===== config.mk =====
export PLATFORM = sky130hd
export DESIGN_NAME = predriver_control
export DESIGN_NICKNAME = d
export VERILOG_FILES = /design/src/pkg/predriver_pkg.sv /design/src/design/predriver_control.sv /design/src/design/pin_sampler.sv /design/src/design/serial_shifter.sv
export SDC_FILE = /design/constraint.sdc
export NUM_CORES = 1
export LEC_CHECK = 0
export ABC_CLOCK_PERIOD_IN_PS = 2400
export BUFFER_PORTS_ARGS = -buffer_cell sky130_fd_sc_hd__buf_2
export CAP_MARGIN = 20
export CORE_MARGIN = 2
export CORE_UTILIZATION = 35
export CTS_CLUSTER_DIAMETER = 100
export CTS_CLUSTER_SIZE = 20
export DETAILED_ROUTE_END_ITERATION = 8
export PLACE_DENSITY = 0.61
export SYNTH_ARGS = -nofsm -noshare
export SYNTH_HDL_FRONTEND = slang
export SYNTH_SLANG_ARGS = --single-unit

===== constraint.sdc =====
create_clock -name clk_in -period 2.4 [get_ports clk_in]
set_input_delay 0.24 -clock clk_in [delete_from_list [all_inputs] [get_ports clk_in]]
set_output_delay 0.24 -clock clk_in [all_outputs]
set_load 0.03 [all_outputs]

===== src/pkg/predriver_pkg.sv =====
/*
  shared constants and carriers for the gate pre-driver mode controller
  and its 8-bit serial command interface.
  assumes one 125 MHz system clock and a synchronous active-high reset.
*/
package predriver_pkg;

  // ==========================================================
  // serial word layout
  localparam int WORD_BITS   = 8;
  localparam int CMD_MSB     = 7;
  localparam int CMD_LSB     = 5;
  localparam int NIBBLE_BITS = 4;

  // ==========================================================
  // command codes (top three bits)
  localparam logic [2:0] CMD_STATUS   = 3'h0;
  localparam logic [2:0] CMD_MASK     = 3'h1;
  localparam logic [2:0] CMD_MODE     = 3'h2;
  localparam logic [2:0] CMD_CLEAR    = 3'h3;
  localparam logic [2:0] CMD_DEADTIME = 3'h4;
  localparam int HALF_BIT             = 4;

  // ==========================================================
  // mode command fields
  localparam int MODE_LOCK_BIT   = 0;
  localparam int MODE_FULLON_BIT = 1;
  localparam int MODE_DESAT_BIT  = 3;

  // ==========================================================
  // fault flag positions: low half then high half
  localparam int FLT_OVERTEMP = 0;
  localparam int FLT_DESAT    = 1;
  localparam int FLT_UNDERV   = 2;
  localparam int FLT_OVERCUR  = 3;
  localparam int FLT_PHASE    = 4;
  localparam int FLT_FRAMING  = 5;
  localparam int FLT_WRLOCK   = 6;
  localparam int FLT_RESET    = 7;

  // ==========================================================
  // reset values
  localparam logic [7:0] MASK_RESET   = 8'hff;
  localparam logic [7:0] FAULT_RESET  = 8'h80;
  localparam logic [4:0] DEAD_RESET   = 5'h00;

  // ==========================================================
  // three-stage input sampler: second and third must agree
  localparam int SYNC_STAGES = 3;

  typedef enum logic [2:0] {
    MODE_SLEEP   = 3'b000,
    MODE_STANDBY = 3'b001,
    MODE_INIT    = 3'b010,
    MODE_ENABLE  = 3'b011,
    MODE_FAULT   = 3'b100
  } op_mode_e;

  typedef struct packed {
    logic sclk;
    logic cs_n;
    logic sdi;
  } serial_pins_s;

  typedef struct packed {
    logic       valid;
    logic [7:0] word;
  } serial_word_s;

  typedef struct packed {
    logic [2:0] low_side;
    logic [2:0] high_side;
  } phase_cmd_s;

endpackage


===== src/design/predriver_control.sv =====
/*
  operating mode control and serial command decoder of a three-phase
  gate pre-driver.
  assumes pins arrive asynchronously; analog fault detectors deliver
  levels; pin pull defaults are modelled at the sampler reset values.
*/
`timescale 1ns/100ps

module predriver_control (
  input  wire logic       clk_in,
  input  wire logic       reset_in,
  input  wire logic       sleep_n_in,
  input  wire logic       enable_input_one_in,
  input  wire logic       enable_input_two_in,
  input  wire logic [2:0] low_side_command_input_in,
  input  wire logic [2:0] high_side_command_input_in,
  input  wire logic       sclk_in,
  input  wire logic       cs_n_in,
  input  wire logic       sdi_in,
  input  wire logic       overtemp_in,
  input  wire logic       desat_in,
  input  wire logic       gate_supply_low_in,
  input  wire logic       overcurrent_in,
  input  wire logic       phase_error_in,
  input  wire logic [7:0] status_one_in,
  input  wire logic [7:0] status_two_in,
  input  wire logic [7:0] status_three_in,
  output logic [2:0]      low_gate_out,
  output logic [2:0]      high_gate_out,
  output logic            gates_hold_off_out,
  output logic            irq_out,
  output logic            sdo_out,
  output logic            sdo_oe_out,
  output logic [2:0]      op_mode_out,
  output logic            desat_mode_out,
  output logic            fullon_mode_out,
  output logic [4:0]      dead_interval_out
);

  // ==========================================================
  // pin sampling with pull defaults
  localparam int NPINS = 9;
  localparam logic [NPINS-1:0] PIN_DEFAULT = {6'h00, 3'h7};

  logic [NPINS-1:0] pin_level;
  logic [2:0]       ctl_level;
  logic [2:0]       ser_level;
  logic             enables_high;

  pin_sampler #(
    .WIDTH       (NPINS),
    .RESET_VALUE (PIN_DEFAULT)
  ) u_pins (
    .clk_in    (clk_in),
    .reset_in  (reset_in),
    .pins_in   ({low_side_command_input_in, sleep_n_in, enable_input_one_in,
                 enable_input_two_in, high_side_command_input_in}),
    .level_out (pin_level)
  );

  pin_sampler #(
    .WIDTH       (3),
    .RESET_VALUE (3'h2)
  ) u_serial_pins (
    .clk_in    (clk_in),
    .reset_in  (reset_in),
    .pins_in   ({sclk_in, cs_n_in, sdi_in}),
    .level_out (ser_level)
  );

  predriver_pkg::phase_cmd_s phase_cmd;
  assign phase_cmd    = '{low_side: pin_level[8:6], high_side: pin_level[2:0]};
  assign ctl_level    = pin_level[5:3];
  assign enables_high        = ctl_level[1] & ctl_level[0];

  // ==========================================================
  // serial engine, held in reset while asleep
  predriver_pkg::serial_pins_s  ser_pins;
  predriver_pkg::serial_word_s  rx;
  logic                         frame_err;
  logic                         frame_start;
  logic                         sh_sdo;
  logic                         sh_oe;
  logic [7:0]                   reply;

  assign ser_pins = '{sclk: ser_level[2], cs_n: ser_level[1], sdi: ser_level[0]};

  serial_shifter u_shift (
    .clk_in          (clk_in),
    .reset_in        (reset_in | ~ctl_level[2]),
    .pins_in         (ser_pins),
    .reply_in        (reply),
    .word_out        (rx),
    .frame_error_out (frame_err),
    .frame_start_out (frame_start),
    .sdo_out         (sh_sdo),
    .sdo_oe_out      (sh_oe)
  );

  // ==========================================================
  // state
  typedef struct packed {
    predriver_pkg::op_mode_e mode;
    logic [7:0] fault;
    logic [7:0] fault_snap;
    logic [7:0] changed;
    logic [7:0] mask;
    logic [7:0] pending;
    logic [1:0] status_sel;
    logic       lock;
    logic       desat_mode;
    logic       fullon;
    logic [4:0] dead;
    logic [2:0] ls_prev;
    logic [2:0] hs_prev;
    logic [2:0] ls_seen;
    logic       init_ls;
    logic [2:0] low_gate;
    logic [2:0] high_gate;
    logic       hold_off;
    logic       irq;
    logic       sdo;
    logic       sdo_oe;
  } state_s;

  state_s state;
  state_s next_state;

  logic [7:0] events;
  assign events = {1'b0, 1'b0, 1'b0, phase_error_in, overcurrent_in,
                   gate_supply_low_in, desat_in, overtemp_in};

  function automatic logic [7:0] pick_status(input logic [1:0] sel,
                                             input logic [7:0] s0);
    unique case (sel)
      2'h0: pick_status = s0;
      2'h1: pick_status = status_one_in;
      2'h2: pick_status = status_two_in;
      2'h3: pick_status = status_three_in;
    endcase
  endfunction

  assign reply = pick_status(state.status_sel, state.fault);

  logic [2:0]  cmd;
  logic [4:0]  data;
  logic [7:0]  nib;
  logic        protect_fault;
  logic [7:0]  set_now;

  always_comb begin
    cmd  = rx.word[predriver_pkg::CMD_MSB:predriver_pkg::CMD_LSB];
    data = rx.word[4:0];
    nib  = data[predriver_pkg::HALF_BIT] ? {data[3:0], 4'h0} : {4'h0, data[3:0]};
    protect_fault = (desat_in & state.desat_mode) | phase_error_in
                    | gate_supply_low_in;
    set_now = events;
    set_now[predriver_pkg::FLT_FRAMING] = frame_err;
    next_state = state;
    // fault latches and change tracking during a frame
    next_state.changed = state.changed | (set_now & ~state.fault);
    if (frame_start) begin
      next_state.changed    = '0;
      next_state.fault_snap = state.fault;
    end
    if (rx.valid) begin
      unique case (cmd)
        predriver_pkg::CMD_STATUS: begin
          next_state.status_sel = data[1:0];
        end
        predriver_pkg::CMD_MASK: begin
          next_state.status_sel = 2'h0;
          if (state.lock) begin
            set_now[predriver_pkg::FLT_WRLOCK] = 1'b1;
          end else if (data[predriver_pkg::HALF_BIT]) begin
            next_state.mask[7:4] = data[3:0];
          end else begin
            next_state.mask[3:0] = data[3:0];
          end
        end
        predriver_pkg::CMD_MODE: begin
          next_state.status_sel = 2'h0;
          if (state.lock) begin
            set_now[predriver_pkg::FLT_WRLOCK] = 1'b1;
          end else begin
            next_state.desat_mode = data[predriver_pkg::MODE_DESAT_BIT];
            next_state.fullon     = data[predriver_pkg::MODE_FULLON_BIT];
            next_state.lock       = data[predriver_pkg::MODE_LOCK_BIT];
          end
        end
        predriver_pkg::CMD_CLEAR: begin
          next_state.status_sel = 2'h0;
          // only latched bits that did not change in the frame clear
          next_state.fault = state.fault & ~(nib & ~state.changed);
        end
        predriver_pkg::CMD_DEADTIME: begin
          next_state.status_sel = 2'h0;
          if (state.lock) begin
            set_now[predriver_pkg::FLT_WRLOCK] = 1'b1;
          end else begin
            next_state.dead = data;
          end
        end
        default: begin
          next_state.status_sel = 2'h0;
        end
      endcase
    end
    // set wins over a clear in the same cycle
    next_state.fault   = next_state.fault | set_now;
    next_state.changed = next_state.changed | (set_now & ~state.fault);
    // interrupt latch: a signalled fault stays pending until its latch clears
    next_state.pending = (state.pending | (next_state.fault & next_state.mask))
                         & next_state.fault;
    next_state.irq     = |next_state.pending;
    // initialization edge tracking
    next_state.ls_prev = phase_cmd.low_side;
    next_state.hs_prev = phase_cmd.high_side;
    // mode selection
    if (!ctl_level[2]) begin
      next_state.mode = predriver_pkg::MODE_SLEEP;
    end else if (!enables_high) begin
      next_state.mode = predriver_pkg::MODE_STANDBY;
    end else begin
      unique case (state.mode)
        predriver_pkg::MODE_SLEEP, predriver_pkg::MODE_STANDBY: begin
          next_state.mode    = predriver_pkg::MODE_INIT;
          next_state.init_ls = 1'b0;
          next_state.ls_seen = '0;
        end
        predriver_pkg::MODE_INIT: begin
          if (|(state.ls_prev ^ phase_cmd.low_side)) begin
            next_state.init_ls = 1'b1;
          end
          if (state.init_ls && |(state.hs_prev ^ phase_cmd.high_side)) begin
            next_state.mode = predriver_pkg::MODE_ENABLE;
          end
        end
        predriver_pkg::MODE_ENABLE: begin
          if (protect_fault) begin
            next_state.mode = predriver_pkg::MODE_FAULT;
          end
        end
        predriver_pkg::MODE_FAULT: begin
          if (!protect_fault) begin
            next_state.mode    = predriver_pkg::MODE_INIT;
            next_state.init_ls = 1'b0;
            next_state.ls_seen = '0;
          end
        end
        default: begin
          next_state.mode = predriver_pkg::MODE_STANDBY;
        end
      endcase
    end
    // bootstrap: remember a low-side pulse per phase
    if (state.mode == predriver_pkg::MODE_ENABLE) begin
      next_state.ls_seen = state.ls_seen | (state.ls_prev & ~phase_cmd.low_side);
    end
    // gate drive
    next_state.hold_off  = 1'b0;
    next_state.low_gate  = '0;
    next_state.high_gate = '0;
    unique case (next_state.mode)
      predriver_pkg::MODE_SLEEP: begin
        next_state.hold_off = 1'b1;
      end
      predriver_pkg::MODE_STANDBY, predriver_pkg::MODE_FAULT: begin
        next_state.hold_off = 1'b0;
      end
      predriver_pkg::MODE_INIT: begin
        next_state.low_gate = phase_cmd.low_side;
      end
      predriver_pkg::MODE_ENABLE: begin
        next_state.low_gate  = phase_cmd.low_side;
        next_state.high_gate = ~phase_cmd.high_side & next_state.ls_seen;
        if (!state.fullon) begin
          next_state.high_gate = next_state.high_gate & ~phase_cmd.low_side;
        end
      end
      default: begin
        next_state.hold_off = 1'b1;
      end
    endcase
    next_state.sdo    = sh_sdo & sh_oe;
    next_state.sdo_oe = sh_oe & ctl_level[2];
    // sleep reloads the fault flags and clears changes, pending, status select and irq; mask and mode bits are kept
    if (!ctl_level[2]) begin
      next_state.fault      = predriver_pkg::FAULT_RESET;
      next_state.changed    = '0;
      next_state.pending    = '0;
      next_state.status_sel = 2'h0;
      next_state.irq        = 1'b0;
    end
  end

  always_ff @(posedge clk_in) begin
    if (reset_in) begin
      state            <= '0;
      state.mode       <= predriver_pkg::MODE_SLEEP;
      state.fault      <= predriver_pkg::FAULT_RESET;
      state.mask       <= predriver_pkg::MASK_RESET;
      state.dead       <= predriver_pkg::DEAD_RESET;
      state.hold_off   <= 1'b1;
      state.ls_prev    <= '0;
      state.hs_prev    <= 3'h7;
    end else begin
      state <= next_state;
    end
  end

  assign low_gate_out       = state.low_gate;
  assign high_gate_out      = state.high_gate;
  assign gates_hold_off_out = state.hold_off;
  assign irq_out            = state.irq;
  assign sdo_out            = state.sdo;
  assign sdo_oe_out         = state.sdo_oe;
  assign op_mode_out        = state.mode;
  assign desat_mode_out     = state.desat_mode;
  assign fullon_mode_out    = state.fullon;
  assign dead_interval_out  = state.dead;

endmodule


===== src/design/pin_sampler.sv =====
/*
  samples asynchronous pins into the system clock domain.
  assumes pins are asynchronous to clk_in; a change counts when stages
  two and three agree.
*/
`timescale 1ns/100ps
module pin_sampler #(
  parameter int WIDTH = 1,
  parameter logic [WIDTH-1:0] RESET_VALUE = '0
) (
  input  wire logic             clk_in,
  input  wire logic             reset_in,
  input  wire logic [WIDTH-1:0] pins_in,
  output logic      [WIDTH-1:0] level_out
);

  typedef struct packed {
    logic [WIDTH-1:0] s1;
    logic [WIDTH-1:0] s2;
    logic [WIDTH-1:0] s3;
    logic [WIDTH-1:0] level;
  } state_s;

  state_s state;
  state_s next_state;

  // ==========================================================
  // agreement filter
  always_comb begin
    next_state    = state;
    next_state.s1 = pins_in;
    next_state.s2 = state.s1;
    next_state.s3 = state.s2;
    for (int i = 0; i < WIDTH; i++) begin
      if (state.s2[i] == state.s3[i]) begin
        next_state.level[i] = state.s3[i];
      end
    end
  end

  always_ff @(posedge clk_in) begin
    if (reset_in) begin
      state <= '{s1: RESET_VALUE, s2: RESET_VALUE, s3: RESET_VALUE, level: RESET_VALUE};
    end else begin
      state <= next_state;
    end
  end

  assign level_out = state.level;

endmodule


===== src/design/serial_shifter.sv =====
/*
  8-bit serial shift engine with framing check.
  assumes sampled sclk, active-low chip select and data; data is taken
  on sclk rising edges and driven out on falling edges, msb first.
*/
`timescale 1ns/100ps
module serial_shifter (
  input  wire logic                       clk_in,
  input  wire logic                       reset_in,
  input  wire predriver_pkg::serial_pins_s pins_in,
  input  wire logic [7:0]                 reply_in,
  output predriver_pkg::serial_word_s      word_out,
  output logic                            frame_error_out,
  output logic                            frame_start_out,
  output logic                            sdo_out,
  output logic                            sdo_oe_out
);

  typedef struct packed {
    logic       sclk_d;
    logic       cs_d;
    logic [7:0] shift_in;
    logic [7:0] shift_out;
    logic [2:0] count;
    logic       any_bit;
    logic       sdo;
    logic       valid;
    logic       ferr;
    logic       start;
  } state_s;

  state_s state;
  state_s next_state;

  // ==========================================================
  // shifting and framing
  always_comb begin
    next_state        = state;
    next_state.sclk_d = pins_in.sclk;
    next_state.cs_d   = pins_in.cs_n;
    next_state.valid  = 1'b0;
    next_state.ferr   = 1'b0;
    next_state.start  = 1'b0;
    if (state.cs_d && !pins_in.cs_n) begin
      next_state.start     = 1'b1;
      next_state.count     = '0;
      next_state.any_bit   = 1'b0;
      next_state.shift_out = reply_in;
      next_state.sdo       = reply_in[7];
    end else if (!pins_in.cs_n) begin
      if (!state.sclk_d && pins_in.sclk) begin
        // only the last eight bits are kept for daisy chains
        next_state.shift_in  = {state.shift_in[6:0], pins_in.sdi};
        next_state.shift_out = {state.shift_out[6:0], pins_in.sdi};
        next_state.count     = state.count + 3'h1;
        next_state.any_bit   = 1'b1;
      end else if (state.sclk_d && !pins_in.sclk) begin
        next_state.sdo = state.shift_out[7];
      end
    end else if (!state.cs_d && pins_in.cs_n) begin
      if (state.any_bit && state.count == 3'h0) begin
        next_state.valid = 1'b1;
      end else begin
        next_state.ferr = 1'b1;
      end
    end
  end

  always_ff @(posedge clk_in) begin
    if (reset_in) begin
      state <= '{sclk_d: 1'b0, cs_d: 1'b1, shift_in: 8'h00, shift_out: 8'h00,
                 count: 3'h0, any_bit: 1'b0, sdo: 1'b0, valid: 1'b0,
                 ferr: 1'b0, start: 1'b0};
    end else begin
      state <= next_state;
    end
  end

  assign word_out        = '{valid: state.valid, word: state.shift_in};
  assign frame_error_out = state.ferr;
  assign frame_start_out = state.start;
  assign sdo_out         = state.sdo;
  assign sdo_oe_out      = ~state.cs_d;

endmodule


==> results.cfg, run 1 <==
[routing]
ant_nets = 0
drc_errors = 0
vias = 3821
drt_pass1_iterations = 5
routed_via_density = 4.899
wl_mm = 11.67
wire_per_inst_microns = 14.96
drt_iter0_markers = 268

[sta]
tns_ns = 0
rsz0062_at_grt = no
min_period_ns = 2.080
hold_violations = 0
relSlewSlack_pct = 58.33
setup_viol = 0
max_freq_mhz = 480.9
setup_ws_ns = 0.3204
tightestPinTransition_ns = 0.6243
whs_ns = 0.01291
fin_skew_ns = 0.008701
final-max-slew-violation-count = 0
fin_crit_sh_pct = 86.65

[power]
p_per_area_nw_per_um2 = 790.7
leakagePower_uw = 0.002306
power.total_uw = 4884
vdd_drop_max_v = 0.0004955

[grt]
grt_overflow = 0
grt_max_degree = 63
grtUsageTotal_pct = 15.36
first_global_vias = 3802
grt_first_pass_wirelength_mm = 19.12
grt_antenna_before_repair = 0

[cells_and_area]
syn_to_final_growth_pct = 18.65
multi_input_area_sq_um = 2152
fillCellCount = 1444
diodes = 0
regArea_sq_um = 2763
layout_common_cells = dfxtp_1 (138), buf_2 (62), nor2_1 (61)
layout-drive-gt1-share_pct = 22.82
final_common_cell = dfxtp_1
nets = 632

[synth]
synthesis.nets = 583
synthArstFlopShare_pct = 0
ys.flop_type = dfxtp_1
syn_avg_cell_area_sq_um = 9.731
synthDistinctLibCells = 61
synth-edff-count = 0
yosysWarnings = 0
synth_cells = 535
syn_area_sq_um = 5206
seq_area_frac_synth_pct = 53.06
ys_seq_elements = 138

[die]
start_util_pct = 35.82
die_area_sq_um = 15870
die_y_microns = 126.0
ios = 63
core_sq_um = 14530
fp-row-count = 44
die_w_microns = 126.0

[critical_path]
cp-end-kind = flop
r2r-start = u_shift.word_out[5]$_SDFFE_PP0P_
worstPathArrival_ns = 2.37
cp_cell_sequence = or3b_1 -> nor2_2 -> mux2_1 -> o21bai_1 -> a41oi_1
critical-path-top-delay-family = simple AND/OR/NAND/NOR gates
cp_slowest_stage_delay_ns = 0.53
critPathLaunchType = flop
r2r_cells = 5
path_class = reg2reg
startpoint = u_shift.word_out[5]$_SDFFE_PP0P_
path_buf_inv = 0
crit_cells = 5
crit_fanout = 10
cp.required_ns = 2.69
slowest_stage = or3b_1

[cts]
htreeDepth = 4
clockBufferDepth = 2
clock-root-buffer = clkbuf_16
postCtsSetupBuffers = 0
cts_tree = done
clock_sinks = 138
clock_latency_ns = 0.42
clk_pin_slew_ns = 0.06
cts_buffers = 17

[outcome]
status = finished, final reports clean

[placement]
portBuffers = 62
gp_congestion = 0.8474
dp_hpwl_mm = 8.182
dp_worst_setup_slack_ns = 0.3358

[hold_path]
hp-start = cs_n_in
min_path_cells = 2
min_path_type = in2reg

[run]
maxCapViolations = 0
## cell type report
cell class | instances | area share, %
Clock buffer | 18 | 7.110
Clock inverter | 13 | 1.965
Inverter | 19 | 1.155
Multi-Input combinational cell | 335 | 34.84
Sequential cell | 138 | 44.72
Tap cell | 184 | 3.727
Timing Repair Buffer | 73 | 6.482
## what timing repair did
action                    4_1_cts  5_1_grt
hold endpoints to repair        3        0
gates resized for setup         0        0
hold buffers                    3        0
## report_power, final
| part | switching [uW] | total (uW) | internal [uW] | leakage [uW] |
|---|---|---|---|---|
| Sequential | 9.37 | 2330 | 2320 | 0.00112 |
| Combinational | 46.3 | 100 | 54.1 | 0.000921 |
| Clock | 1000 | 2460 | 1450 | 0.000266 |
| Total | 1060 | 4880 | 3820 | 0.00231 |
## cell usage after synthesis (4+ instances only)
| master | count | area share, % |
|---|---|---|
| nor2b_1 | 26 | 3.1 |
| xnor2_1 | 4 | 0.67 |
| a22oi_1 | 8 | 1.2 |
| nand2b_1 | 7 | 0.84 |
| o21ai_0 | 16 | 1.5 |
| a31oi_1 | 6 | 0.72 |
| a21oi_1 | 35 | 3.4 |
| o22ai_1 | 6 | 0.72 |
| nand2_1 | 45 | 3.2 |
| ha_1 | 5 | 1.2 |
| clkbuf_1 | 24 | 1.7 |
| nor3_1 | 6 | 0.58 |
| nand3_1 | 8 | 0.77 |
| or2_2 | 15 | 1.8 |
| mux2i_1 | 7 | 1.3 |
| and2_1 | 5 | 0.60 |
| buf_2 | 5 | 0.48 |
| inv_1 | 19 | 1.4 |
| dfxtp_1 | 138 | 53 |
| o21ai_1 | 4 | 0.38 |
| buf_4 | 14 | 2.0 |
| nor2_1 | 61 | 4.4 |
| mux4_2 | 8 | 3.5 |
## cell families after synthesis
logic type,after synthesis,synth area share (%)
xor+xnor,6,1.009
compound gates,107,13.94
flops,138,53.06
simple gates,199,19.73
fa+ha+maj,5,1.202
mux,18,5.455
buf+inv,62,5.600
## final timing paths
check / end / slack (ns)
worst max-delay path: irq_out$_SDFF_PP0_ / 0.32
worst max register to register: irq_out$_SDFF_PP0_ / 0.32
worst min register to register: u_pins.next_state[9]$_SDFF_PP1_ / 0.41
worst min-delay path: u_serial_pins.next_state[7]$_SDFF_PP1_ / 0.01
## state kept, by name, indices dropped and copies added, names as in the netlist, 3 cells and up
name,cells
low_gate_out,3
u_pins.level_out,9
op_mode_out,3
u_shift.word_out,9
u_pins.next_state,18
state,44
u_serial_pins.state,3
u_pins.state,9
u_serial_pins.next_state,6
dead_interval_out,5
u_serial_pins.level_out,3
high_gate_out,3
u_shift.state,14
## worst register-to-register path, stage by stage, from the launching register on
cell      delay, ns
dfxtp_1        0.52
or3b_1         0.53
nor2_2         0.23
mux2_1         0.38
o21bai_1       0.18
a41oi_1        0.12
## per-stage QoR
| step | cell area [sq um] | utilization (%) | cells |
|---|---|---|---|
| 2_1_floorplan | 5206 | - | 535 |
| 3_3_place_gp | 5587 | 38.44 | 746 |
| 3_5_place_dp | 5587 | 38.44 | 746 |
| 4_1_cts | 6177 | 42.50 | 780 |
| 5_1_grt | 6177 | 42.50 | 780 |
| 6_report | 6177 | 42.50 | 780 |
## routing by layer
layer	wire length, microns	vias up	GRT usage [%]
met4	142	0	6.270
li1	-	1932	-
met1	5184	1781	18.37
met3	783	10	5.565
met2	5556	98	25.11
met5	0	-	0
No activity file was read; power rests on OpenSTA's default activity.
==> run 2, diff against run 1 <==
--- a/config.mk
+++ b/config.mk
@@ -10,10 +10,12 @@
 export CAP_MARGIN = 20
 export CORE_MARGIN = 2
 export CORE_UTILIZATION = 35
+export CTS_BUF_LIST = sky130_fd_sc_hd__clkbuf_16
 export CTS_CLUSTER_DIAMETER = 100
 export CTS_CLUSTER_SIZE = 20
 export DETAILED_ROUTE_END_ITERATION = 8
 export PLACE_DENSITY = 0.61
+export SLEW_MARGIN = 20
 export SYNTH_ARGS = -nofsm -noshare
 export SYNTH_HDL_FRONTEND = slang
 export SYNTH_SLANG_ARGS = --single-unit
==> run 2 against run 1 <==
  * Via count unchanged
  * Clock power shrank 2%
  * Routed wire length is the same
  * Critical path type unchanged
==> results.cfg, run 2 (synthesis results as in run 1) <==
[outcome]
status = finished, final reports clean

[cells_and_area]
fillCellCount = 1445
largest_reg_flops = 44
nets = 632
diodes = 0
layout-drive-gt1-share_pct = 22.65
final_common_cell = dfxtp_1
syn_to_final_growth_pct = 18.46
stdcell_area_sq_um = 6167
layout_common_cells = dfxtp_1 (138), buf_2 (62), nor2_1 (61)
top_register = state

[cts]
cts_buffers = 17
clock_sinks = 138
clock_latency_ns = 0.42
clockBufferDepth = 2
cts_tree = done
clock-root-buffer = clkbuf_16
htreeDepth = 4
clk_pin_slew_ns = 0.06

[sta]
tightestPinTransition_ns = 0.6243
min_period_ns = 2.080
hold_violations = 0
max_freq_mhz = 480.9
setup_ws_ns = 0.3204
rsz0062_at_grt = no
final-max-slew-violation-count = 0
tns_ns = 0
relSlewSlack_pct = 58.33
setup_viol = 0
whs_ns = 0.01291
fin_crit_sh_pct = 86.65
fin_skew_ns = 0.008701

[grt]
grtUsageTotal_pct = 15.36
first_global_vias = 3802
grt_overflow = 0
grt_antenna_before_repair = 0
grt_max_degree = 63
grt_first_pass_wirelength_mm = 19.12

[die]
ios = 63
core_sq_um = 14530
die_w_microns = 126.0
fp-row-count = 44
start_util_pct = 35.82
die_y_microns = 126.0
die_area_sq_um = 15870

[placement]
portBuffers = 62
gp_congestion = 0.8474
dp_hpwl_mm = 8.182
dpl_cell_area_sq_um = 5587
dp_worst_setup_slack_ns = 0.3358

[critical_path]
cp.required_ns = 2.69
cp-end-kind = flop
worstPathArrival_ns = 2.37
crit_fanout = 10
critPathLaunchType = flop
path_class = reg2reg

[power]
power.total_uw = 4851
p_per_area_nw_per_um2 = 786.6
leakagePower_uw = 0.002300
vdd_drop_max_v = 0.0004955

[routing]
vias = 3821
ant_nets = 0
routed_via_density = 4.899
drc_errors = 0
drt_iter0_markers = 268
wl_mm = 11.67
drt_pass1_iterations = 5
wire_per_inst_microns = 14.96

[hold_path]
min_path_type = in2reg

[run]
maxCapViolations = 0
-- run 2: changes by cell type in the layout (fill, tap and decap cells not counted), sizes merged --
cell    delta
clkinv     +1
clkbuf     -1
-- run 2: repair_timing --
item | in CTS | in global routing
hold buffers | 3 | 0
hold endpoints to repair | 3 | 0
gates resized for setup | 0 | 0
setup buffers | 0 | 0
-- run 2: worst paths after layout --
check	from	slack (ns)	cells after the start	endpoint
min reg2reg	u_pins.next_state[18]$_SDFF_PP1_	0.41	1	u_pins.next_state[9]$_SDFF_PP1_
min	cs_n_in	0.01	2	u_serial_pins.next_state[7]$_SDFF_PP1_
max reg2reg	u_shift.word_out[5]$_SDFFE_PP0P_	0.32	5	irq_out$_SDFF_PP0_
max	u_shift.word_out[5]$_SDFFE_PP0P_	0.32	5	irq_out$_SDFF_PP0_
-- run 2: cell type report --
cell class	instances	area, sq um	area share, %
clock inverters	14	125.1	2.029
inverters	19	71.32	1.156
clock buffers	17	425.4	6.898
repair buffers	73	400.4	6.492
multi-input cells	335	2152	34.90
flip-flops and latches	138	2763	44.80
well taps	184	230.2	3.733
-- run 2: power by group --
group	internal, uW	leakage (uW)	total, uW	switching, uW
Sequential	2320	0.00112	2330	9.37
Combinational	54.1	0.000921	100	46.3
Clock	1420	0.000261	2420	1000
Total	3790	0.00230	4850	1060
-- run 2: layer usage --
| layer | track usage (%) | share of wire, % | vias to the layer above |
|---|---|---|---|
| met3 | 5.565 | 6.7 | 10 |
| met5 | 0 | 0 | - |
| met1 | 18.37 | 44 | 1781 |
| met2 | 25.11 | 48 | 98 |
| met4 | 6.270 | 1.2 | 0 |
| li1 | - | - | 1932 |
-- run 2: per-stage QoR --
step	cells	utilization (%)
4_1_cts	780	42.43
2_1_floorplan	535	-
5_1_grt	780	42.43
3_5_place_dp	746	38.44
3_3_place_gp	746	38.44
6_report	780	42.43
-- run 2: critical path, stage by stage (launching register included) --
cell and delay (ns):
dfxtp_1 0.52, or3b_1 0.53, nor2_2 0.23, mux2_1 0.38, o21bai_1 0.18, a41oi_1 0.12
